## config.mk

```make
export PLATFORM = sky130hd
export DESIGN_NAME = dpr_mem_ctrl_flat
export DESIGN_NICKNAME = d
export VERILOG_FILES = /design/src/pkg/dpr_pkg.sv /design/src/pkg/dpr_link_if.sv /design/src/rtl/dpr_mem_ctrl.sv /design/src/flat_wrapper.sv
export SDC_FILE = /design/constraint.sdc
export NUM_CORES = 1
export LEC_CHECK = 0
export ABC_AREA = 1
export BUFFER_PORTS_ARGS = -buffer_cell sky130_fd_sc_hd__buf_4
export CAP_MARGIN = 20
export CELL_PAD_IN_SITES_DETAIL_PLACEMENT = 1
export CELL_PAD_IN_SITES_GLOBAL_PLACEMENT = 1
export CORE_MARGIN = 4
export CORE_UTILIZATION = 40
export CTS_CLUSTER_DIAMETER = 200
export DETAILED_ROUTE_END_ITERATION = 16
export PLACE_DENSITY = 0.85
export SYNTH_ARGS = -nofsm -noshare
export SYNTH_HDL_FRONTEND = slang
export SYNTH_SLANG_ARGS = --single-unit
```

## constraint.sdc

```tcl
create_clock -name i_core_clk -period 3.1 [get_ports i_core_clk]
set_clock_uncertainty 0.1 [all_clocks]
set_input_delay 0.93 -clock i_core_clk [delete_from_list [all_inputs] [get_ports i_core_clk]]
set_output_delay 0.93 -clock i_core_clk [all_outputs]
set_load 0.05 [all_outputs]
```

## src/pkg/dpr_pkg.sv

```systemverilog
// Shared constants and types for the precharge, refresh and power state
// link between the memory controller end and the memory device end.
// Assumes both ends run from one 100 MHz core clock.
package dpr_pkg;
  localparam int CLK_MHZ      = 100;
  localparam int BANKS        = 4;
  localparam int BANK_W       = 2;
  localparam int ADDR_W       = 13;
  localparam int ROW_W        = 12;
  localparam int TMR_W        = 8;
  localparam int DW_W         = 16;
  localparam int PRE_ALL_BIT  = 10;
  localparam int MAX_POSTPONE = 8;
  localparam int BURST_LEN    = 4;
  localparam int CAS_LAT      = 3;
  localparam int BURST_CYC    = BURST_LEN / 2;

  localparam logic [BANK_W-1:0] MR_BASE_BANK = 2'h0;
  localparam logic [BANK_W-1:0] MR_EXT_BANK  = 2'h2;

  // Command encoding on {ras_n, cas_n, we_n}
  localparam logic [2:0] CMD_MRS = 3'h0;
  localparam logic [2:0] CMD_REF = 3'h1;
  localparam logic [2:0] CMD_PRE = 3'h2;
  localparam logic [2:0] CMD_ACT = 3'h3;
  localparam logic [2:0] CMD_WR  = 3'h4;
  localparam logic [2:0] CMD_RD  = 3'h5;
  localparam logic [2:0] CMD_BST = 3'h6;
  localparam logic [2:0] CMD_NOP = 3'h7;

  // Times in their own units
  localparam int T_RP_NS   = 18;
  localparam int T_RCD_NS  = 18;
  localparam int T_WR_NS   = 15;
  localparam int T_MRD_NS  = 20;
  localparam int T_RFC_NS  = 72;
  localparam int T_XSR_NS  = 120;
  localparam int T_XP_NS   = 10;
  localparam int T_CKE_NS  = 20;
  localparam int T_REFW_MS = 64;
  localparam int REF_ROWS  = 4096;
  localparam int T_DEEP_US = 200;

  function automatic int cyc_min(input int ns);
    int c;
    c = (ns * CLK_MHZ + 999) / 1000;
    return (c < 1) ? 1 : c;
  endfunction

  localparam int RP_CYC   = cyc_min(T_RP_NS);
  localparam int RCD_CYC  = cyc_min(T_RCD_NS);
  localparam int WR_CYC   = cyc_min(T_WR_NS);
  localparam int MRD_CYC  = cyc_min(T_MRD_NS);
  localparam int RFC_CYC  = cyc_min(T_RFC_NS);
  localparam int XSR_CYC  = cyc_min(T_XSR_NS);
  localparam int XP_CYC   = cyc_min(T_XP_NS);
  localparam int CKE_CYC  = cyc_min(T_CKE_NS);
  localparam int REFI_CYC = (T_REFW_MS * 1000000 / REF_ROWS) * CLK_MHZ / 1000;
  localparam int DEEP_CYC = T_DEEP_US * CLK_MHZ;

  typedef enum logic [2:0] {
    MD_RUN, MD_PRE_PDN, MD_ACT_PDN, MD_SREF, MD_DEEP_PDN, MD_UNINIT, MD_CKSTOP
  } dpr_mode_t;

  typedef enum logic [3:0] {
    OP_ACT, OP_RD, OP_WR, OP_PRE, OP_PRE_ALL, OP_REF,
    OP_SREF, OP_PDN, OP_DEEP_PDN, OP_CKSTOP, OP_WAKE
  } dpr_op_t;
endpackage

```

## src/pkg/dpr_link_if.sv

```systemverilog
// Command, address, clock-enable and clock-run pins between the ends.
// Assumes the bench joins the two modports; ck_run low means clock held.
interface dpr_link_if;
  import dpr_pkg::*;
  logic              ck_run;
  logic              cke;
  logic              cs_n;
  logic              ras_n;
  logic              cas_n;
  logic              we_n;
  logic [ADDR_W-1:0] addr;
  logic [BANK_W-1:0] ba;
  modport ctrl (output ck_run, cke, cs_n, ras_n, cas_n, we_n, addr, ba);
  modport dev  (input  ck_run, cke, cs_n, ras_n, cas_n, we_n, addr, ba);
endinterface

```

## src/rtl/dpr_mem_ctrl.sv

```systemverilog
// Memory controller end: issues commands, tracks banks and timers,
// schedules refresh and drives the low-power states and clock stop.
// Assumes one user request at a time, held until ack or reject.
// Function
// - Precharge closes rows; activate waits row precharge
// - Address bit 10 picks all banks
// - Read or write only to activated bank
// - Device ignores precharge of idle bank
// - Address bit 10 on access auto-precharges
// - Wait precharge time after auto precharge
// - Refresh every row within 64 ms
// - One refresh per auto refresh command
// - Self refresh: refresh code, clock-enable low
// - Stay in self refresh refresh cycle time
// - Clock stable before exit, then wait
// - Extra auto refresh after self refresh
// - Clock-enable low idle enters power-down
// - Hold power-down minimum clock-enable time
// - Exit power-down with nop, then wait
// - Deep power-down: terminate code, banks idle
// - Deep power-down loses data; hold low
// - Deep exit: 200 us nops, reinitialise
// - Stop clock only after all timings
// - Clock stop from idle or active
// - Nop after clock restart before access
module dpr_mem_ctrl #(
  parameter int                  DEEP_WAIT_CYC = dpr_pkg::DEEP_CYC,
  parameter int                  REFI_CYC      = dpr_pkg::REFI_CYC,
  parameter logic [12:0]         MODE_WORD     = 13'h0000,
  parameter logic [12:0]         EXT_MODE_WORD = 13'h0000
) (
  input  wire logic                        i_core_clk,
  input  wire logic                        i_sys_rst,
  dpr_link_if.ctrl                         link,
  input  wire logic                        i_cmd_valid,
  input  wire dpr_pkg::dpr_op_t            i_cmd_op,
  input  wire logic [dpr_pkg::BANK_W-1:0]  i_cmd_bank,
  input  wire logic [dpr_pkg::ADDR_W-1:0]  i_cmd_addr,
  input  wire logic                        i_cmd_auto_pre,
  output logic                             o_cmd_ack,
  output logic                             o_cmd_reject,
  output dpr_pkg::dpr_mode_t               o_dev_mode,
  output logic [3:0]                       o_ref_pending
);
  import dpr_pkg::*;

  dpr_mode_t          st_reg, st_next;
  logic [2:0]         cmd_reg, cmd_next;
  logic [ADDR_W-1:0]  addr_reg, addr_next;
  logic [BANK_W-1:0]  ba_reg, ba_next;
  logic               cke_reg, cke_next;
  logic               run_reg, run_next;
  logic [TMR_W-1:0]   gap_reg, gap_next;
  logic [DW_W-1:0]    dwell_reg, dwell_next;
  logic [2:0]         step_reg, step_next;
  logic               ack_reg, ack_next;
  logic               rej_reg, rej_next;
  logic [DW_W-1:0]    refi_reg;
  logic [3:0]         pend_reg;
  logic               open_reg [BANKS];
  logic [TMR_W-1:0]   btmr_reg [BANKS];
  logic [BANKS-1:0]   open_vec;
  logic [BANKS-1:0]   busy_vec;
  logic [BANKS-1:0]   set_m, clr_m, ld_m;
  logic [TMR_W-1:0]   ld_v;
  logic               ref_iss, pend_one, pend_zero;

  wire [BANKS-1:0] one_m   = BANKS'(1) << i_cmd_bank;
  wire       usr       = i_cmd_valid & ~ack_reg & ~rej_reg;
  wire       wake      = usr & (i_cmd_op == OP_WAKE);
  wire       can_cmd   = (gap_reg == '0) & ~ack_reg & ~rej_reg;
  wire       all_closed = ~|open_vec;
  wire       tmr_clear = ~|busy_vec;
  wire       tgt_open  = open_reg[i_cmd_bank];
  wire       tgt_ready = btmr_reg[i_cmd_bank] == '0;
  wire       ref_due   = pend_reg != 4'h0;
  wire       ref_force = pend_reg == 4'(MAX_POSTPONE);
  wire       ref_count = (st_reg == MD_RUN) | (st_reg == MD_PRE_PDN)
                         | (st_reg == MD_ACT_PDN) | (st_reg == MD_CKSTOP);
  wire       tick      = ref_count & (refi_reg == '0);
  wire       pend_inc  = tick & ~ref_force;
  wire [TMR_W-1:0] rw_gap = TMR_W'(BURST_CYC + CAS_LAT);
  wire [TMR_W-1:0] wr_rec = TMR_W'(1 + BURST_CYC + WR_CYC);
  wire [TMR_W-1:0] ap_rp  = TMR_W'(BURST_CYC + RP_CYC);

  always_comb begin
    st_next = st_reg;
    cmd_next = CMD_NOP;
    addr_next = '0;
    ba_next = '0;
    cke_next = cke_reg;
    run_next = run_reg;
    gap_next = (gap_reg == '0) ? gap_reg : gap_reg - 1'b1;
    dwell_next = (dwell_reg == '0) ? dwell_reg : dwell_reg - 1'b1;
    step_next = step_reg;
    ack_next = 1'b0;
    rej_next = 1'b0;
    set_m = '0;
    clr_m = '0;
    ld_m = '0;
    ld_v = '0;
    ref_iss = 1'b0;
    pend_one = 1'b0;
    pend_zero = 1'b0;
    case (st_reg)
      MD_RUN: begin
        if (can_cmd & (ref_force | (ref_due & ~usr))) begin
          if (tmr_clear & ~all_closed) begin
            cmd_next = CMD_PRE; // close rows for forced refresh or due refresh with no request
            addr_next[PRE_ALL_BIT] = 1'b1;
            clr_m = open_vec;
            ld_m = open_vec;
            ld_v = TMR_W'(RP_CYC);
            gap_next = TMR_W'(1);
          end else if (tmr_clear) begin
            cmd_next = CMD_REF;
            ref_iss = 1'b1;
            gap_next = TMR_W'(RFC_CYC);
          end
        end else if (can_cmd & usr) begin
          case (i_cmd_op)
            OP_ACT: begin
              if (tgt_open)
                rej_next = 1'b1;
              else if (tgt_ready) begin
                cmd_next = CMD_ACT;
                ba_next = i_cmd_bank;
                addr_next = i_cmd_addr;
                set_m = one_m;
                ld_m = one_m;
                ld_v = TMR_W'(RCD_CYC);
                gap_next = TMR_W'(1);
                ack_next = 1'b1;
              end
            end
            OP_RD, OP_WR: begin
              if (!tgt_open)
                rej_next = 1'b1;
              else if (tgt_ready) begin
                cmd_next = (i_cmd_op == OP_RD) ? CMD_RD : CMD_WR;
                ba_next = i_cmd_bank;
                addr_next = i_cmd_addr;
                addr_next[PRE_ALL_BIT] = i_cmd_auto_pre;
                gap_next = rw_gap;
                ack_next = 1'b1;
                if (i_cmd_op == OP_WR) begin
                  ld_m = one_m;
                  ld_v = i_cmd_auto_pre ? wr_rec + TMR_W'(RP_CYC) : wr_rec;
                end else if (i_cmd_auto_pre) begin
                  ld_m = one_m;
                  ld_v = ap_rp;
                end
                if (i_cmd_auto_pre)
                  clr_m = one_m;
              end
            end
            OP_PRE, OP_PRE_ALL: begin
              if ((i_cmd_op == OP_PRE) ? tgt_ready : tmr_clear) begin
                cmd_next = CMD_PRE;
                ba_next = i_cmd_bank;
                addr_next[PRE_ALL_BIT] = i_cmd_op == OP_PRE_ALL;
                clr_m = (i_cmd_op == OP_PRE) ? one_m & open_vec : open_vec;
                ld_m = clr_m;
                ld_v = TMR_W'(RP_CYC);
                gap_next = TMR_W'(1);
                ack_next = 1'b1;
              end
            end
            OP_REF, OP_SREF, OP_DEEP_PDN: begin
              if (!all_closed)
                rej_next = 1'b1;
              else if (tmr_clear) begin
                ack_next = 1'b1;
                cmd_next = (i_cmd_op == OP_DEEP_PDN) ? CMD_BST : CMD_REF;
                gap_next = TMR_W'(RFC_CYC);
                if (i_cmd_op == OP_REF)
                  ref_iss = 1'b1;
                else begin
                  cke_next = 1'b0;
                  pend_zero = 1'b1;
                  gap_next = TMR_W'(1);
                  st_next = (i_cmd_op == OP_DEEP_PDN) ? MD_DEEP_PDN : MD_SREF;
                  dwell_next = DW_W'(RFC_CYC);
                end
              end
            end
            OP_PDN: begin
              if (tmr_clear) begin
                cke_next = 1'b0;
                st_next = all_closed ? MD_PRE_PDN : MD_ACT_PDN;
                dwell_next = DW_W'(CKE_CYC);
                ack_next = 1'b1;
              end
            end
            OP_CKSTOP: begin
              if (tmr_clear) begin
                run_next = 1'b0;
                st_next = MD_CKSTOP;
                ack_next = 1'b1;
              end
            end
            default: ack_next = 1'b1;
          endcase
        end
      end
      MD_PRE_PDN, MD_ACT_PDN: begin
        if ((dwell_reg == '0) & (wake | ref_force)) begin
          cke_next = 1'b1;
          st_next = MD_RUN;
          gap_next = TMR_W'(XP_CYC);
          ack_next = wake;
        end else if (usr & ~wake)
          rej_next = 1'b1;
      end
      MD_SREF: begin
        if ((dwell_reg == '0) & wake & run_reg) begin
          cke_next = 1'b1;
          st_next = MD_RUN;
          gap_next = TMR_W'(XSR_CYC);
          pend_one = 1'b1;
          ack_next = 1'b1;
        end else if ((dwell_reg == '0) & wake)
          run_next = 1'b1;
        else if (usr & ~wake)
          rej_next = 1'b1;
        else
          run_next = 1'b0;
      end
      MD_DEEP_PDN: begin
        if (wake) begin
          cke_next = 1'b1;
          st_next = MD_UNINIT;
          dwell_next = DW_W'(DEEP_WAIT_CYC);
          step_next = 3'h0;
          ack_next = 1'b1;
        end else if (usr)
          rej_next = 1'b1;
      end
      MD_UNINIT: begin
        if ((dwell_reg == '0) & can_cmd) begin
          step_next = step_reg + 1'b1;
          case (step_reg)
            3'h0: begin
              cmd_next = CMD_PRE;
              addr_next[PRE_ALL_BIT] = 1'b1;
              gap_next = TMR_W'(RP_CYC);
            end
            3'h1, 3'h2: begin
              cmd_next = CMD_REF;
              gap_next = TMR_W'(RFC_CYC);
            end
            3'h3: begin
              cmd_next = CMD_MRS;
              addr_next = MODE_WORD;
              ba_next = MR_BASE_BANK;
              gap_next = TMR_W'(MRD_CYC);
            end
            default: begin
              cmd_next = CMD_MRS;
              addr_next = EXT_MODE_WORD;
              ba_next = MR_EXT_BANK;
              gap_next = TMR_W'(MRD_CYC);
              st_next = MD_RUN;
            end
          endcase
        end else if (usr)
          rej_next = 1'b1;
      end
      MD_CKSTOP: begin
        if (wake | ref_due) begin
          run_next = 1'b1;
          st_next = MD_RUN;
          gap_next = TMR_W'(1);
          ack_next = wake;
        end else if (usr)
          rej_next = 1'b1;
      end
      default: st_next = MD_RUN;
    endcase
  end

  for (genvar b = 0; b < BANKS; b++) begin : g_bank
    assign open_vec[b] = open_reg[b];
    assign busy_vec[b] = btmr_reg[b] != '0;
    always_ff @(posedge i_core_clk) begin
      if (i_sys_rst) begin
        open_reg[b] <= 1'b0;
        btmr_reg[b] <= '0;
      end else begin
        if (set_m[b])
          open_reg[b] <= 1'b1;
        else if (clr_m[b])
          open_reg[b] <= 1'b0;
        if (ld_m[b])
          btmr_reg[b] <= ld_v;
        else if (busy_vec[b])
          btmr_reg[b] <= btmr_reg[b] - 1'b1;
      end
    end
  end

  always_ff @(posedge i_core_clk) begin
    if (i_sys_rst) begin
      st_reg    <= MD_RUN;
      cmd_reg   <= CMD_NOP;
      addr_reg  <= '0;
      ba_reg    <= '0;
      cke_reg   <= 1'b1;
      run_reg   <= 1'b1;
      gap_reg   <= '0;
      dwell_reg <= '0;
      step_reg  <= 3'h0;
      ack_reg   <= 1'b0;
      rej_reg   <= 1'b0;
    end else begin
      st_reg    <= st_next;
      cmd_reg   <= cmd_next;
      addr_reg  <= addr_next;
      ba_reg    <= ba_next;
      cke_reg   <= cke_next;
      run_reg   <= run_next;
      gap_reg   <= gap_next;
      dwell_reg <= dwell_next;
      step_reg  <= step_next;
      ack_reg   <= ack_next;
      rej_reg   <= rej_next;
    end
  end

  // Refresh interval counter; a new tick and a refresh issued in one cycle cancel out, except at MAX_POSTPONE where the tick is dropped
  always_ff @(posedge i_core_clk) begin
    if (i_sys_rst) begin
      refi_reg <= DW_W'(REFI_CYC - 1);
      pend_reg <= 4'h0;
    end else begin
      if (!ref_count | tick)
        refi_reg <= DW_W'(REFI_CYC - 1);
      else
        refi_reg <= refi_reg - 1'b1;
      if (pend_one)
        pend_reg <= 4'h1;
      else if (pend_zero)
        pend_reg <= 4'h0;
      else if (pend_inc & ~ref_iss)
        pend_reg <= pend_reg + 1'b1;
      else if (~pend_inc & ref_iss)
        pend_reg <= pend_reg - 1'b1;
    end
  end

  assign link.cs_n    = 1'b0;
  assign link.ras_n   = cmd_reg[2];
  assign link.cas_n   = cmd_reg[1];
  assign link.we_n    = cmd_reg[0];
  assign link.addr    = addr_reg;
  assign link.ba      = ba_reg;
  assign link.cke     = cke_reg;
  assign link.ck_run  = run_reg;
  assign o_cmd_ack     = ack_reg;
  assign o_cmd_reject  = rej_reg;
  assign o_dev_mode    = st_reg;
  assign o_ref_pending = pend_reg;
endmodule

```

## src/flat_wrapper.sv

```systemverilog
// flat-port wrapper written by rule: the top's interface ports become plain ports
module dpr_mem_ctrl_flat import dpr_pkg::*;
#(
  parameter int                  DEEP_WAIT_CYC = dpr_pkg::DEEP_CYC,
  parameter int                  REFI_CYC      = dpr_pkg::REFI_CYC,
  parameter logic [12:0]         MODE_WORD     = 13'h0000,
  parameter logic [12:0]         EXT_MODE_WORD = 13'h0000
)
  (i_core_clk, i_sys_rst, i_cmd_valid, i_cmd_op, i_cmd_bank, i_cmd_addr, i_cmd_auto_pre, o_cmd_ack, o_cmd_reject, o_dev_mode, o_ref_pending, link_ck_run, link_cke, link_cs_n, link_ras_n, link_cas_n, link_we_n, link_addr, link_ba);
  dpr_link_if link_i ();
  input  wire logic i_core_clk;
  input  wire logic i_sys_rst;
  input  wire logic i_cmd_valid;
  input  wire dpr_pkg::dpr_op_t i_cmd_op;
  input  wire logic [dpr_pkg::BANK_W-1:0] i_cmd_bank;
  input  wire logic [dpr_pkg::ADDR_W-1:0] i_cmd_addr;
  input  wire logic i_cmd_auto_pre;
  output logic o_cmd_ack;
  output logic o_cmd_reject;
  output dpr_pkg::dpr_mode_t o_dev_mode;
  output logic [3:0] o_ref_pending;
  output wire logic [$bits(link_i.ck_run)-1:0] link_ck_run;
  output wire logic [$bits(link_i.cke)-1:0] link_cke;
  output wire logic [$bits(link_i.cs_n)-1:0] link_cs_n;
  output wire logic [$bits(link_i.ras_n)-1:0] link_ras_n;
  output wire logic [$bits(link_i.cas_n)-1:0] link_cas_n;
  output wire logic [$bits(link_i.we_n)-1:0] link_we_n;
  output wire logic [$bits(link_i.addr)-1:0] link_addr;
  output wire logic [$bits(link_i.ba)-1:0] link_ba;
  assign link_ck_run = link_i.ck_run;
  assign link_cke = link_i.cke;
  assign link_cs_n = link_i.cs_n;
  assign link_ras_n = link_i.ras_n;
  assign link_cas_n = link_i.cas_n;
  assign link_we_n = link_i.we_n;
  assign link_addr = link_i.addr;
  assign link_ba = link_i.ba;
  dpr_mem_ctrl #(.DEEP_WAIT_CYC(DEEP_WAIT_CYC), .REFI_CYC(REFI_CYC), .MODE_WORD(MODE_WORD), .EXT_MODE_WORD(EXT_MODE_WORD)) u_core (.i_core_clk(i_core_clk), .i_sys_rst(i_sys_rst), .link(link_i), .i_cmd_valid(i_cmd_valid), .i_cmd_op(i_cmd_op), .i_cmd_bank(i_cmd_bank), .i_cmd_addr(i_cmd_addr), .i_cmd_auto_pre(i_cmd_auto_pre), .o_cmd_ack(o_cmd_ack), .o_cmd_reject(o_cmd_reject), .o_dev_mode(o_dev_mode), .o_ref_pending(o_ref_pending));
endmodule
```

==> results of run 1 <==
routing by layer:
metal	wire, um	track usage, %	share of wire, %
met5	0	0	0
met4	754	10.35	3.3
met3	763	2.595	3.3
met2	11770	41.00	51
met1	9747	28.78	42
layout make-up:
| cell class | instances | area, sq um |
|---|---|---|
| flip-flops and latches | 108 | 2525 |
| inverters | 135 | 508.0 |
| clock inverters | 7 | 91.34 |
| multi-input cells | 729 | 4013 |
| repair buffers | 119 | 893.4 |
| clock buffers | 9 | 225.2 |
| well taps | 225 | 281.5 |
| fillers | 2224 | 8700 |
worst paths after layout:
| check | end | slack [ps] | cells after the start |
|---|---|---|---|
| setup / recovery | u_core.o_ref_pending[3] | 80 | 17 |
| hold / removal | u_core.refi_reg[0] | 310 | 1 |
| setup reg to reg | u_core.o_ref_pending[3] | 80 | 17 |
| hold reg to reg | u_core.refi_reg[0] | 310 | 1 |
logic make-up after synthesis:
group | after synthesis | share of synthesized area, %
AND/OR/NAND/NOR | 521 | 35.22
AO/OA/AOI/OAI | 150 | 12.40
buffers and inverters | 148 | 8.091
flip-flops | 108 | 35.93
XOR/XNOR | 36 | 4.491
adder cells (fa/ha/maj) | 20 | 3.671
other | 1 | 0.05342
multiplexers | 1 | 0.1426
critical path, cell delays in order (launching register included):
cell and delay [ps]:
sky130_fd_sc_hd__edfxtp_1 390, sky130_fd_sc_hd__inv_1 110, sky130_fd_sc_hd__ha_1 240, sky130_fd_sc_hd__nand2_2 110, sky130_fd_sc_hd__nor2_4 140, sky130_fd_sc_hd__nand4_1 220, sky130_fd_sc_hd__nor2_2 220, sky130_fd_sc_hd__o2111ai_1 160
sky130_fd_sc_hd__ha_2 230, sky130_fd_sc_hd__inv_2 90, sky130_fd_sc_hd__ha_4 200, sky130_fd_sc_hd__a21o_1 160, sky130_fd_sc_hd__a21oi_2 150, sky130_fd_sc_hd__nor2_1 60, sky130_fd_sc_hd__nor2_1 100, sky130_fd_sc_hd__nand2_1 70
sky130_fd_sc_hd__xor2_1 140, sky130_fd_sc_hd__nor2_1 50
metrics by stage:
step	std cells	setup slack, ps	hold WS (ps)	utilization, %
detailed placement	1314	-96.92	276.8	47.14
floorplan	985	40.67	265.7	-
finish	1332	79.60	305.3	49.53
CTS	1330	21.16	299.0	49.06
global route	1332	-150.2	322.9	49.53
global placement	1314	6.636	275.2	47.14
power groups by stage:
stage	Combinational, W	Sequential, W	Clock (W)
finish	0.00338	0.00214	0.00124
global route	0.00377	0.00219	0.00132
detailed placement	0.00328	0.00216	0
floorplan	0.00226	0.00217	0
CTS	0.00335	0.00214	0.00126
global placement	0.00316	0.00214	0
repair_timing:
action	4_1_cts	5_1_grt
setup endpoints to repair	2	26
pin swaps	0	13
setup buffers	0	2
gates resized for setup	4	21
cell usage in the layout (no fill, tap or decap), drive strengths merged, types with 23 or more instances in the layout:
cell type	instances
xor2	23
edfxtp	36
buf	119
inv	136
nor2	168
nor3	27
dfxtp	72
a21oi	56
nand3	68
nand2	207
o21ai	52
==> load_flow_metrics.sql, run 1 <==
INSERT INTO impl_metrics (metric_group, metric, value, unit) VALUES
('worst_setup_path', 'path_class', 'flop to flop', ''),
('logic_synthesis', 'dominantRegCellSynth', 'sky130_fd_sc_hd__dfxtp_1', ''),
('floorplanning', 'die_area', '19730', 'sq um'),
('final_layout', 'stdcell_area', '8537', 'sq um'),
('cts', 'tritoncts', 'done', ''),
('worst_setup_path', 'critPathLaunchType', 'flop', ''),
('hold_path', 'min_path_type', 'flop to flop', ''),
('power_and_ir_drop', 'p_int', '0.003653', 'W'),
('final_layout', 'final_layout_size_suffix_gt1_share', '21.05', '%'),
('logic_synthesis', 'synthesis.area_per_instance', '7.127', 'sq um'),
('logic_synthesis', 'yosysUniqueCellTypes', '58', ''),
('logic_synthesis', 'commonest_cells_in_the_synthesized_netlist', '192 x sky130_fd_sc_hd__nand2_1, 145 x sky130_fd_sc_hd__nor2_1, 116 x sky130_fd_sc_hd__inv_1, 72 x sky130_fd_sc_hd__dfxtp_1, 63 x sky130_fd_sc_hd__nand3_1', ''),
('worst_setup_path', 'crit_arrival', '3200', 'ps'),
('power_and_ir_drop', 'comb_power_share', '50.0', '%'),
('timing', 'slew-limit-headroom', '61.37', '%'),
('grt', 'antenna_found_initial', '0', ''),
('logic_synthesis', 'netlist_top_cells_area', 'sky130_fd_sc_hd__dfxtp_1 21%, sky130_fd_sc_hd__edfxtp_1 15%, sky130_fd_sc_hd__nand2_1 10%', ''),
('logic_synthesis', 'synthesis.area', '7020', 'sq um'),
('placed_design', 'gp_routability_congestion', '0.9471', ''),
('detailed_routing', 'avgViaCountPerCell', '5.390', ''),
('worst_setup_path', 'setup.worst_path.start', 'u_core.btmr_reg[0][0]', ''),
('worst_setup_path', 'worstPathMaxFanout', '3', ''),
('final_layout', 'final_net_count', '1145', ''),
('placed_design', 'postPlaceCellArea', '8125', 'sq um'),
('cts', 'tritoncts_num_sinks', '108', ''),
('timing', 'timing.fmax', '0.3311', 'GHz'),
('logic_synthesis', 'synth_top_area_share', '20.53', '%'),
('logic_synthesis', 'yosysWarningCount', '0', ''),
('timing', 'setup_violations', '0', ''),
('power_and_ir_drop', 'totalPowerFinal', '0.006755', 'W'),
('floorplanning', 'pin_count', '53', ''),
('power_and_ir_drop', 'power.net_switching', '0.003102', 'W'),
('worst_setup_path', 'crit_path_end_kind', 'flop', ''),
('worst_setup_path', 'r2r-start', 'u_core.btmr_reg[0][0]', ''),
('cts', 'largest_buffer_count_on_any_clock_path', '2', ''),
('logic_synthesis', 'synthArstFlopShare', '0', '%'),
('floorplanning', 'placement_rows', '48', ''),
('floorplanning', 'core-area', '17240', 'sq um'),
('timing', 'setup_repair_after_global_routing_missed_its_margin', 'yes', ''),
('timing', 'fin_setup_tns', '0', 'ps'),
('floorplanning', 'die_y', '140.5', 'um'),
('logic_synthesis', 'mapped_cells', '985', ''),
('logic_synthesis', 'yosys.area.top_type', 'sky130_fd_sc_hd__dfxtp_1', ''),
('cts', 'tritoncts.num_buffers', '9', ''),
('run_status', 'status', 'completed', ''),
('detailed_routing', 'detailroute.via_count', '7179', ''),
('hold_path', 'timing.hold.worst.start', 'u_core.refi_reg[0]', ''),
('cts', 'clock_slew_at_reported_path_ffs', '90', 'ps'),
('grt', 'number_of_global_route_vias_before_repair', '7479', ''),
('cts', 'clock_insertion_delay_worst_skew', '380', 'ps'),
('grt', 'grt-ovfl-total', '0', ''),
('detailed_routing', 'first_pass_iters', '5', ''),
('detailed_routing', 'postRouteWirelength', '23.03', 'mm'),
('logic_synthesis', 'synth_most_common_cell', 'sky130_fd_sc_hd__nand2_1', ''),
('detailed_routing', 'drc', '0', ''),
('cts', 'holdBufCountCts', '0', ''),
('detailed_routing', 'drt-wirelength-per-cell', '17.29', 'um'),
('final_layout', 'area_growth_syn_to_layout', '21.60', '%'),
('cts', 'htree_levels', '3', ''),
('power_and_ir_drop', 'clockPowerShare', '18.3', '%'),
('floorplanning', 'initial_util', '40.73', '%'),
('logic_synthesis', 'synth_fp_nets', '1028', ''),
('timing', 'timing_hold_violations_final', '0', ''),
('timing', 'layout_worst_path_cycle_share', '97.43', '%'),
('logic_synthesis', 'synth_seq_area_share', '35.93', '%'),
('logic_synthesis', 'synth-seq-cells', '108', ''),
('grt', 'grt_first_pass_wirelength', '37.61', 'mm'),
('placed_design', 'numPortBuffers', '51', ''),
('logic_synthesis', 'number_of_flops_mapped_to_enable_cells_by_yosys', '36', ''),
('placed_design', 'dp_hpwl', '17.62', 'mm'),
('detailed_routing', 'antenna_violating_nets_post_route', '0', '');
Note: power is estimated with default switching activity, not from simulation.
==> inputs of run 2 (changes only) <==
--- a/config.mk
+++ b/config.mk
@@ -15,6 +15,7 @@
 export CTS_CLUSTER_DIAMETER = 200
 export DETAILED_ROUTE_END_ITERATION = 16
 export PLACE_DENSITY = 0.85
+export RECOVER_POWER = 100
 export SYNTH_ARGS = -nofsm -noshare
 export SYNTH_HDL_FRONTEND = slang
 export SYNTH_SLANG_ARGS = --single-unit
==> run 2 against run 1 <==
Effect of this change:
- die area did not move
- register-to-register slack barely moved
- sequential share of layout area rose by 0.33 points
- first-iteration DRC count rose by 12%
- final cell count did not move
- fmax rose by 0.47%
- sequential cell count did not move
- combinational power barely moved
- routed wire length barely moved
==> load_flow_metrics.sql, run 2 (synthesis results as in run 1) <==
INSERT INTO impl_metrics (metric_group, metric, value, unit) VALUES
('worst_setup_path', 'timing.critical_path.buf_inv', '2', ''),
('floorplanning', 'core-area', '17240', 'sq um'),
('grt', 'antenna_found_initial', '0', ''),
('cts', 'tritoncts.num_buffers', '9', ''),
('timing', 'setup_repair_after_global_routing_missed_its_margin', 'yes', ''),
('cts', 'htree_levels', '3', ''),
('grt', 'grt-ovfl-total', '0', ''),
('timing', 'timing_hold_violations_final', '0', ''),
('grt', 'grt_start_max_net_pins', '29', ''),
('detailed_routing', 'detailroute.via_count', '7157', ''),
('timing', 'slew-limit-headroom', '56.63', '%'),
('run_status', 'status', 'completed', ''),
('floorplanning', 'initial_util', '40.73', '%'),
('power_and_ir_drop', 'leakage', '3.757', 'nW'),
('final_layout', 'max_reg_flops', '32', ''),
('cts', 'tritoncts_num_sinks', '108', ''),
('worst_setup_path', 'worstPathMaxFanout', '3', ''),
('cts', 'clock_slew_at_reported_path_ffs', '90', 'ps'),
('placed_design', 'dp_cells', '1314', ''),
('detailed_routing', 'drc', '0', ''),
('run', 'max_cap_violations', '0', ''),
('floorplanning', 'pin_count', '53', ''),
('timing', 'timing_worst_slew_pin_value', '653.3', 'ps'),
('grt', 'grt.met2_usage', '41.00', '%'),
('detailed_routing', 'first_pass_iters', '5', ''),
('final_layout', 'final_core_util', '48.98', '%'),
('cts', 'holdBufCountCts', '0', ''),
('worst_setup_path', 'critPathMostFrequentCell', 'sky130_fd_sc_hd__nor2_1', ''),
('placed_design', 'dp_hpwl', '17.62', 'mm'),
('detailed_routing', 'postRouteWirelength', '23.01', 'mm'),
('cts', 'tritoncts', 'done', ''),
('power_and_ir_drop', 'cellPowerDensity', '798.8', 'nW/um^2'),
('final_layout', 'area_growth_syn_to_layout', '20.26', '%'),
('final_layout', 'commonest_cells_after_routing_fill_and_taps_aside', '190 x sky130_fd_sc_hd__nand2_1, 140 x sky130_fd_sc_hd__nor2_1, 111 x sky130_fd_sc_hd__inv_1, 94 x sky130_fd_sc_hd__buf_4, 70 x sky130_fd_sc_hd__dfxtp_1', ''),
('worst_setup_path', 'crit_arrival', '3190', 'ps'),
('worst_setup_path', 'path_class', 'flop to flop', ''),
('timing', 'final_max_slew_viol_count', '0', ''),
('final_layout', 'final_net_count', '1145', ''),
('grt', 'met3_usage', '2.595', '%'),
('cts', 'largest_buffer_count_on_any_clock_path', '2', ''),
('detailed_routing', 'detailedRoute.firstIterationViolations', '367', ''),
('timing', 'layout_worst_path_cycle_share', '96.98', '%'),
('hold_path', 'min_path_type', 'flop to flop', ''),
('worst_setup_path', 'cpMaxStageDelayCell', 'sky130_fd_sc_hd__edfxtp_1', ''),
('placed_design', 'gp_routability_congestion', '0.9471', ''),
('floorplanning', 'placement_rows', '48', ''),
('worst_setup_path', 'worstPathRequired', '3280', 'ps'),
('placed_design', 'postPlaceCellArea', '8125', 'sq um'),
('timing', 'period_needed', '3006', 'ps'),
('floorplanning', 'die_area', '19730', 'sq um'),
('power_and_ir_drop', 'ir_drop', '0.0003519', 'V'),
('grt', 'met1_grt_util', '28.78', '%'),
('grt', 'global_route.peak_usage_layer', 'met2', ''),
('worst_setup_path', 'critPathLaunchType', 'flop', ''),
('final_layout', 'n_antenna_cell', '0', ''),
('timing', 'setup_violations', '0', ''),
('floorplanning', 'chipWidth', '140.5', 'um'),
('worst_setup_path', 'critical-path-top-delay-family', 'simple AND/OR/NAND/NOR gates', ''),
('grt', 'grt_first_pass_wirelength', '37.61', 'mm'),
('placed_design', 'numPortBuffers', '51', ''),
('detailed_routing', 'drt-wirelength-per-cell', '17.28', 'um'),
('worst_setup_path', 'cp_cell_sequence', 'inv_1 -> ha_1 -> nand2_2 -> nor2_4 -> nand4_1 -> nor2_2 -> o2111ai_1 -> ha_2 -> inv_2 -> ha_4 -> a21o_1 -> a21oi_2 -> nor2_1 -> nor2_1 -> nand2_1 -> xor2_1 -> nor2_1', ''),
('cts', 'clock_insertion_delay_worst_skew', '380', 'ps'),
('worst_setup_path', 'crit_path_end_kind', 'flop', ''),
('timing', 'timing.fmax', '0.3326', 'GHz'),
('grt', 'track_usage', '23.36', '%'),
('floorplanning', 'die_y', '140.5', 'um'),
('final_layout', 'layout.cells.most_common', 'sky130_fd_sc_hd__nand2_1', ''),
('cts', 'clock_root_cell', 'sky130_fd_sc_hd__clkbuf_16', ''),
('detailed_routing', 'antenna_violating_nets_post_route', '0', ''),
('final_layout', 'stdcell_area', '8443', 'sq um'),
('worst_setup_path', 'cp_slowest_stage_delay', '390', 'ps'),
('detailed_routing', 'avgViaCountPerCell', '5.373', ''),
('final_layout', 'fin_cells', '1332', ''),
('final_layout', 'final_layout_size_suffix_gt1_share', '18.79', '%'),
('grt', 'number_of_global_route_vias_before_repair', '7479', '');
-- run 2: metrics by stage --
stage / hold slack [ps] / setup TNS [ps] / total power (W) / worst slack (ps)
finish: 306.0 / 0 / 0.006745 / 93.68
detailed placement: 276.8 / -172.7 / 0.005446 / -96.92
CTS: 299.0 / 0 / 0.006753 / 21.16
floorplan: 265.7 / 0 / 0.004428 / 40.67
global placement: 275.2 / 0 / 0.005305 / 6.636
global route: 323.7 / -226.7 / 0.007266 / -150.2
-- run 2: layer usage --
| layer | vias to the layer above | share of wire, % |
|---|---|---|
| met2 | 156 | 51 |
| met5 | - | 0 |
| met1 | 3458 | 43 |
| li1 | 3489 | - |
| met3 | 54 | 3.0 |
| met4 | 0 | 3.3 |
-- run 2: what timing repair did --
item                                    CTS  global route
endpoints found under the hold margin     0             0
pin swaps                                 0            13
resized for setup                         4            21
endpoints found under the setup margin    2            26
cloned                                    0             0
setup buffers                             0             2
-- run 2: final timing paths --
kind                         start                      end  slack (ps)  cells past startpoint
max          u_core.btmr_reg[0][0]  u_core.o_ref_pending[3]          90                     17
max reg2reg  u_core.btmr_reg[0][0]  u_core.o_ref_pending[3]          90                     17
min             u_core.refi_reg[0]       u_core.refi_reg[0]         310                      1
min reg2reg     u_core.refi_reg[0]       u_core.refi_reg[0]         310                      1
-- run 2: final cells by class --
class,instances,area (sq um)
Sequential cell,108,2525
Inverter,135,508.0
Timing Repair Buffer,119,799.5
Tap cell,225,281.5
Multi-Input combinational cell,729,4013
Clock buffer,9,225.2
Fill cell,2236,8793
Clock inverter,7,91.34
-- run 2: where the power goes --
part | leakage [nW] | internal, W | total (W) | switching [W]
Clock | 0.152 | 0.000586 | 0.00124 | 0.000656
Sequential | 0.996 | 0.00187 | 0.00214 | 0.000274
Combinational | 2.61 | 0.00119 | 0.00336 | 0.00218
-- run 2: worst register-to-register path, delay by kind of cell (launching register included) --
family / cells / cell delay (ps)
flip-flops: 1 / 390
adder cells (fa/ha/maj): 3 / 670
buffers and inverters: 2 / 200
XOR/XNOR: 1 / 140
AO/OA/AOI/OAI: 3 / 470
AND/OR/NAND/NOR: 8 / 950
==> inputs of run 3 (changes only) <==
--- a/config.mk
+++ b/config.mk
@@ -11,10 +11,11 @@
 export CELL_PAD_IN_SITES_DETAIL_PLACEMENT = 1
 export CELL_PAD_IN_SITES_GLOBAL_PLACEMENT = 1
 export CORE_MARGIN = 4
-export CORE_UTILIZATION = 40
+export CORE_UTILIZATION = 48
 export CTS_CLUSTER_DIAMETER = 200
 export DETAILED_ROUTE_END_ITERATION = 16
-export PLACE_DENSITY = 0.85
+export GPL_TIMING_DRIVEN = 0
+export PLACE_DENSITY = 0.94
 export RECOVER_POWER = 100
 export SYNTH_ARGS = -nofsm -noshare
 export SYNTH_HDL_FRONTEND = slang
==> constraint.sdc (replaced) <==
create_clock -name i_core_clk -period 3.7 [get_ports i_core_clk]
set_clock_uncertainty 0.1 [all_clocks]
set_input_delay 1.11 -clock i_core_clk [delete_from_list [all_inputs] [get_ports i_core_clk]]
set_output_delay 1.11 -clock i_core_clk [all_outputs]
set_load 0.05 [all_outputs]
==> run 3 against run 2 <==
Effect of this change:
- sequential power down 16%
- design area decreased by 7.3%
- routed wire length decreased by 1.5%
- clock power down 23%
- critical path type is now input port to flop
- largest power group unchanged
==> load_flow_metrics.sql, run 3 (synthesis results as in run 1) <==
INSERT INTO impl_metrics (metric_group, metric, value, unit) VALUES
('final_layout', 'final_net_count', '1094', ''),
('grt', 'grt_first_pass_wirelength', '37.08', 'mm'),
('detailed_routing', 'drt-wirelength-per-cell', '18.34', 'um'),
('placed_design', 'dp_cells', '1215', ''),
('cts', 'clock_root_cell', 'sky130_fd_sc_hd__clkbuf_16', ''),
('worst_setup_path', 'r2r-start', 'u_core.gap_reg[0]', ''),
('timing', 'final_max_slew_viol_count', '0', ''),
('floorplanning', 'chipWidth', '128.9', 'um'),
('power_and_ir_drop', 'ir_drop', '0.0004485', 'V'),
('run_status', 'status', 'completed', ''),
('timing', 'timing.fmax', '0.2851', 'GHz'),
('timing', 'timing_hold_violations_final', '0', ''),
('timing', 'period_needed', '3507', 'ps'),
('cts', 'clock_insertion_delay_worst_skew', '360', 'ps'),
('worst_setup_path', 'setup.worst_path.start', 'i_cmd_op[1]', ''),
('cts', 'largest_buffer_count_on_any_clock_path', '2', ''),
('final_layout', 'commonest_cells_after_routing_fill_and_taps_aside', '196 x sky130_fd_sc_hd__nand2_1, 145 x sky130_fd_sc_hd__nor2_1, 119 x sky130_fd_sc_hd__inv_1, 72 x sky130_fd_sc_hd__dfxtp_1, 63 x sky130_fd_sc_hd__nand3_1', ''),
('cts', 'tritoncts.num_buffers', '9', ''),
('final_layout', 'max_reg_flops', '32', ''),
('detailed_routing', 'detailroute.via_count', '7167', ''),
('final_layout', 'layout.cells.most_common', 'sky130_fd_sc_hd__nand2_1', ''),
('run', 'max_cap_violations', '0', ''),
('power_and_ir_drop', 'cellPowerDensity', '688.8', 'nW/um^2'),
('worst_setup_path', 'worstPathRequired', '3830', 'ps'),
('cts', 'htree_levels', '3', ''),
('worst_setup_path', 'crit_arrival', '3630', 'ps'),
('detailed_routing', 'antenna_violating_nets_post_route', '0', ''),
('power_and_ir_drop', 'totalPowerFinal', '0.005392', 'W'),
('worst_setup_path', 'critPathLaunchType', 'input port', ''),
('grt', 'number_of_global_route_vias_before_repair', '7414', ''),
('cts', 'clock_slew_at_reported_path_ffs', '80', 'ps'),
('worst_setup_path', 'worstPathMaxFanout', '6', ''),
('timing', 'layout_worst_path_cycle_share', '94.79', '%'),
('placed_design', 'gp_routability_congestion', '0.9684', ''),
('hold_path', 'min_path_type', 'flop to flop', ''),
('timing', 'setup_violations', '0', ''),
('power_and_ir_drop', 'leakage', '3.438', 'nW'),
('floorplanning', 'pin_count', '53', ''),
('final_layout', 'final_core_util', '55.53', '%'),
('worst_setup_path', 'path_class', 'input port to flop', ''),
('floorplanning', 'placement_rows', '43', ''),
('hold_path', 'timing.hold.worst.start', 'u_core.refi_reg[0]', ''),
('final_layout', 'n_antenna_cell', '0', ''),
('detailed_routing', 'detailedRoute.firstIterationViolations', '461', ''),
('final_layout', 'final_layout_size_suffix_gt1_share', '10.70', '%'),
('detailed_routing', 'avgViaCountPerCell', '5.799', ''),
('placed_design', 'dp_hpwl', '17.30', 'mm'),
('cts', 'tritoncts_num_sinks', '108', ''),
('detailed_routing', 'first_pass_iters', '5', ''),
('timing', 'slew-limit-headroom', '40.75', '%'),
('floorplanning', 'initial_util', '49.80', '%'),
('floorplanning', 'die_y', '128.9', 'um'),
('grt', 'grt-ovfl-total', '0', ''),
('final_layout', 'area_growth_syn_to_layout', '11.50', '%'),
('detailed_routing', 'postRouteWirelength', '22.67', 'mm'),
('placed_design', 'numPortBuffers', '50', ''),
('final_layout', 'fin_cells', '1236', ''),
('grt', 'antenna_found_initial', '0', ''),
('floorplanning', 'core-area', '14100', 'sq um'),
('timing', 'hold_ws', '308.2', 'ps'),
('floorplanning', 'die_area', '16630', 'sq um'),
('detailed_routing', 'drc', '0', ''),
('grt', 'track_usage', '28.02', '%'),
('grt', 'grt_start_max_net_pins', '20', ''),
('worst_setup_path', 'crit_path_end_kind', 'flop', ''),
('timing', 'fin_setup_tns', '0', 'ps'),
('cts', 'tritoncts', 'done', ''),
('timing', 'timing_worst_slew_pin_value', '882.0', 'ps');
run 3: cell types whose count changed in the layout (fill, tap and decap cells not counted), moves of 3 or more:
cell                       change
sky130_fd_sc_hd__buf_2         +3
sky130_fd_sc_hd__buf_4        -67
sky130_fd_sc_hd__clkbuf_1     +13
sky130_fd_sc_hd__clkinv_8      -3
sky130_fd_sc_hd__ha_1          +3
sky130_fd_sc_hd__inv_1         +8
sky130_fd_sc_hd__inv_2        -10
sky130_fd_sc_hd__nand2_1       +6
sky130_fd_sc_hd__nand2_2       -5
sky130_fd_sc_hd__nor2_1        +5
sky130_fd_sc_hd__nor2_2        -4
run 3: per-layer routing:
metal	global-route usage, %	vias to the layer above	wire [um]
met5	0	-	0
met4	11.80	0	770
met3	4.691	59	1296
met2	47.56	233	10920
met1	35.23	3483	9681
li1	-	3392	-
run 3: path summary, 6_finish.rpt:
kind / cells after the start / slack (ps) / to
setup / recovery: 14 / 190 / u_core.gap_reg[1]
hold / removal: 1 / 310 / u_core.refi_reg[0]
setup reg to reg: 20 / 200 / u_core.o_ref_pending[3]
hold reg to reg: 1 / 310 / u_core.refi_reg[0]
run 3: metrics by stage:
step	setup slack, ps	area [sq um]
6_report	192.7	7828
5_1_grt	-31.02	7828
4_1_cts	39.64	7919
3_5_place_dp	-328.8	7621
3_3_place_gp	-186.8	7621
2_1_floorplan	361.0	7020
run 3: cell type report:
class                   instances  area (sq um)
well taps                     180         225.2
multi-input cells             729          3926
fillers                      1884          6269
flip-flops and latches        108          2522
repair buffers                 56         304.0
clock inverters                 7         60.06
clock buffers                   9         225.2
inverters                     135         508.0
plain buffers                  12         56.30
run 3: what timing repair did:
item | CTS | global route
gates resized for setup | 1 | 8
setup buffers | 1 | 5
pin swaps | 1 | 0
setup endpoints to repair | 1 | 1
hold buffers | 0 | 0
run 3: where the power goes:
part           leakage (nW)  internal, W  switching [W]
sequential            0.996      0.00156       0.000231
combinational          2.30     0.000853        0.00179
clock                 0.138     0.000469       0.000490
total                  3.44      0.00289        0.00251
run 3: critical path, stage by stage:
cell                       delay [ps]
sky130_fd_sc_hd__clkbuf_1         150
sky130_fd_sc_hd__clkinv_1         110
sky130_fd_sc_hd__nor2_1           190
sky130_fd_sc_hd__nand3_1          100
sky130_fd_sc_hd__nor2_1           430
sky130_fd_sc_hd__clkinv_1         230
sky130_fd_sc_hd__a21oi_1          250
sky130_fd_sc_hd__inv_1             90
sky130_fd_sc_hd__nand2_1          100
sky130_fd_sc_hd__nand2_2          110
sky130_fd_sc_hd__nor4_1           310
sky130_fd_sc_hd__nand2_1          240
sky130_fd_sc_hd__nand3_1          130
sky130_fd_sc_hd__o31ai_1           70
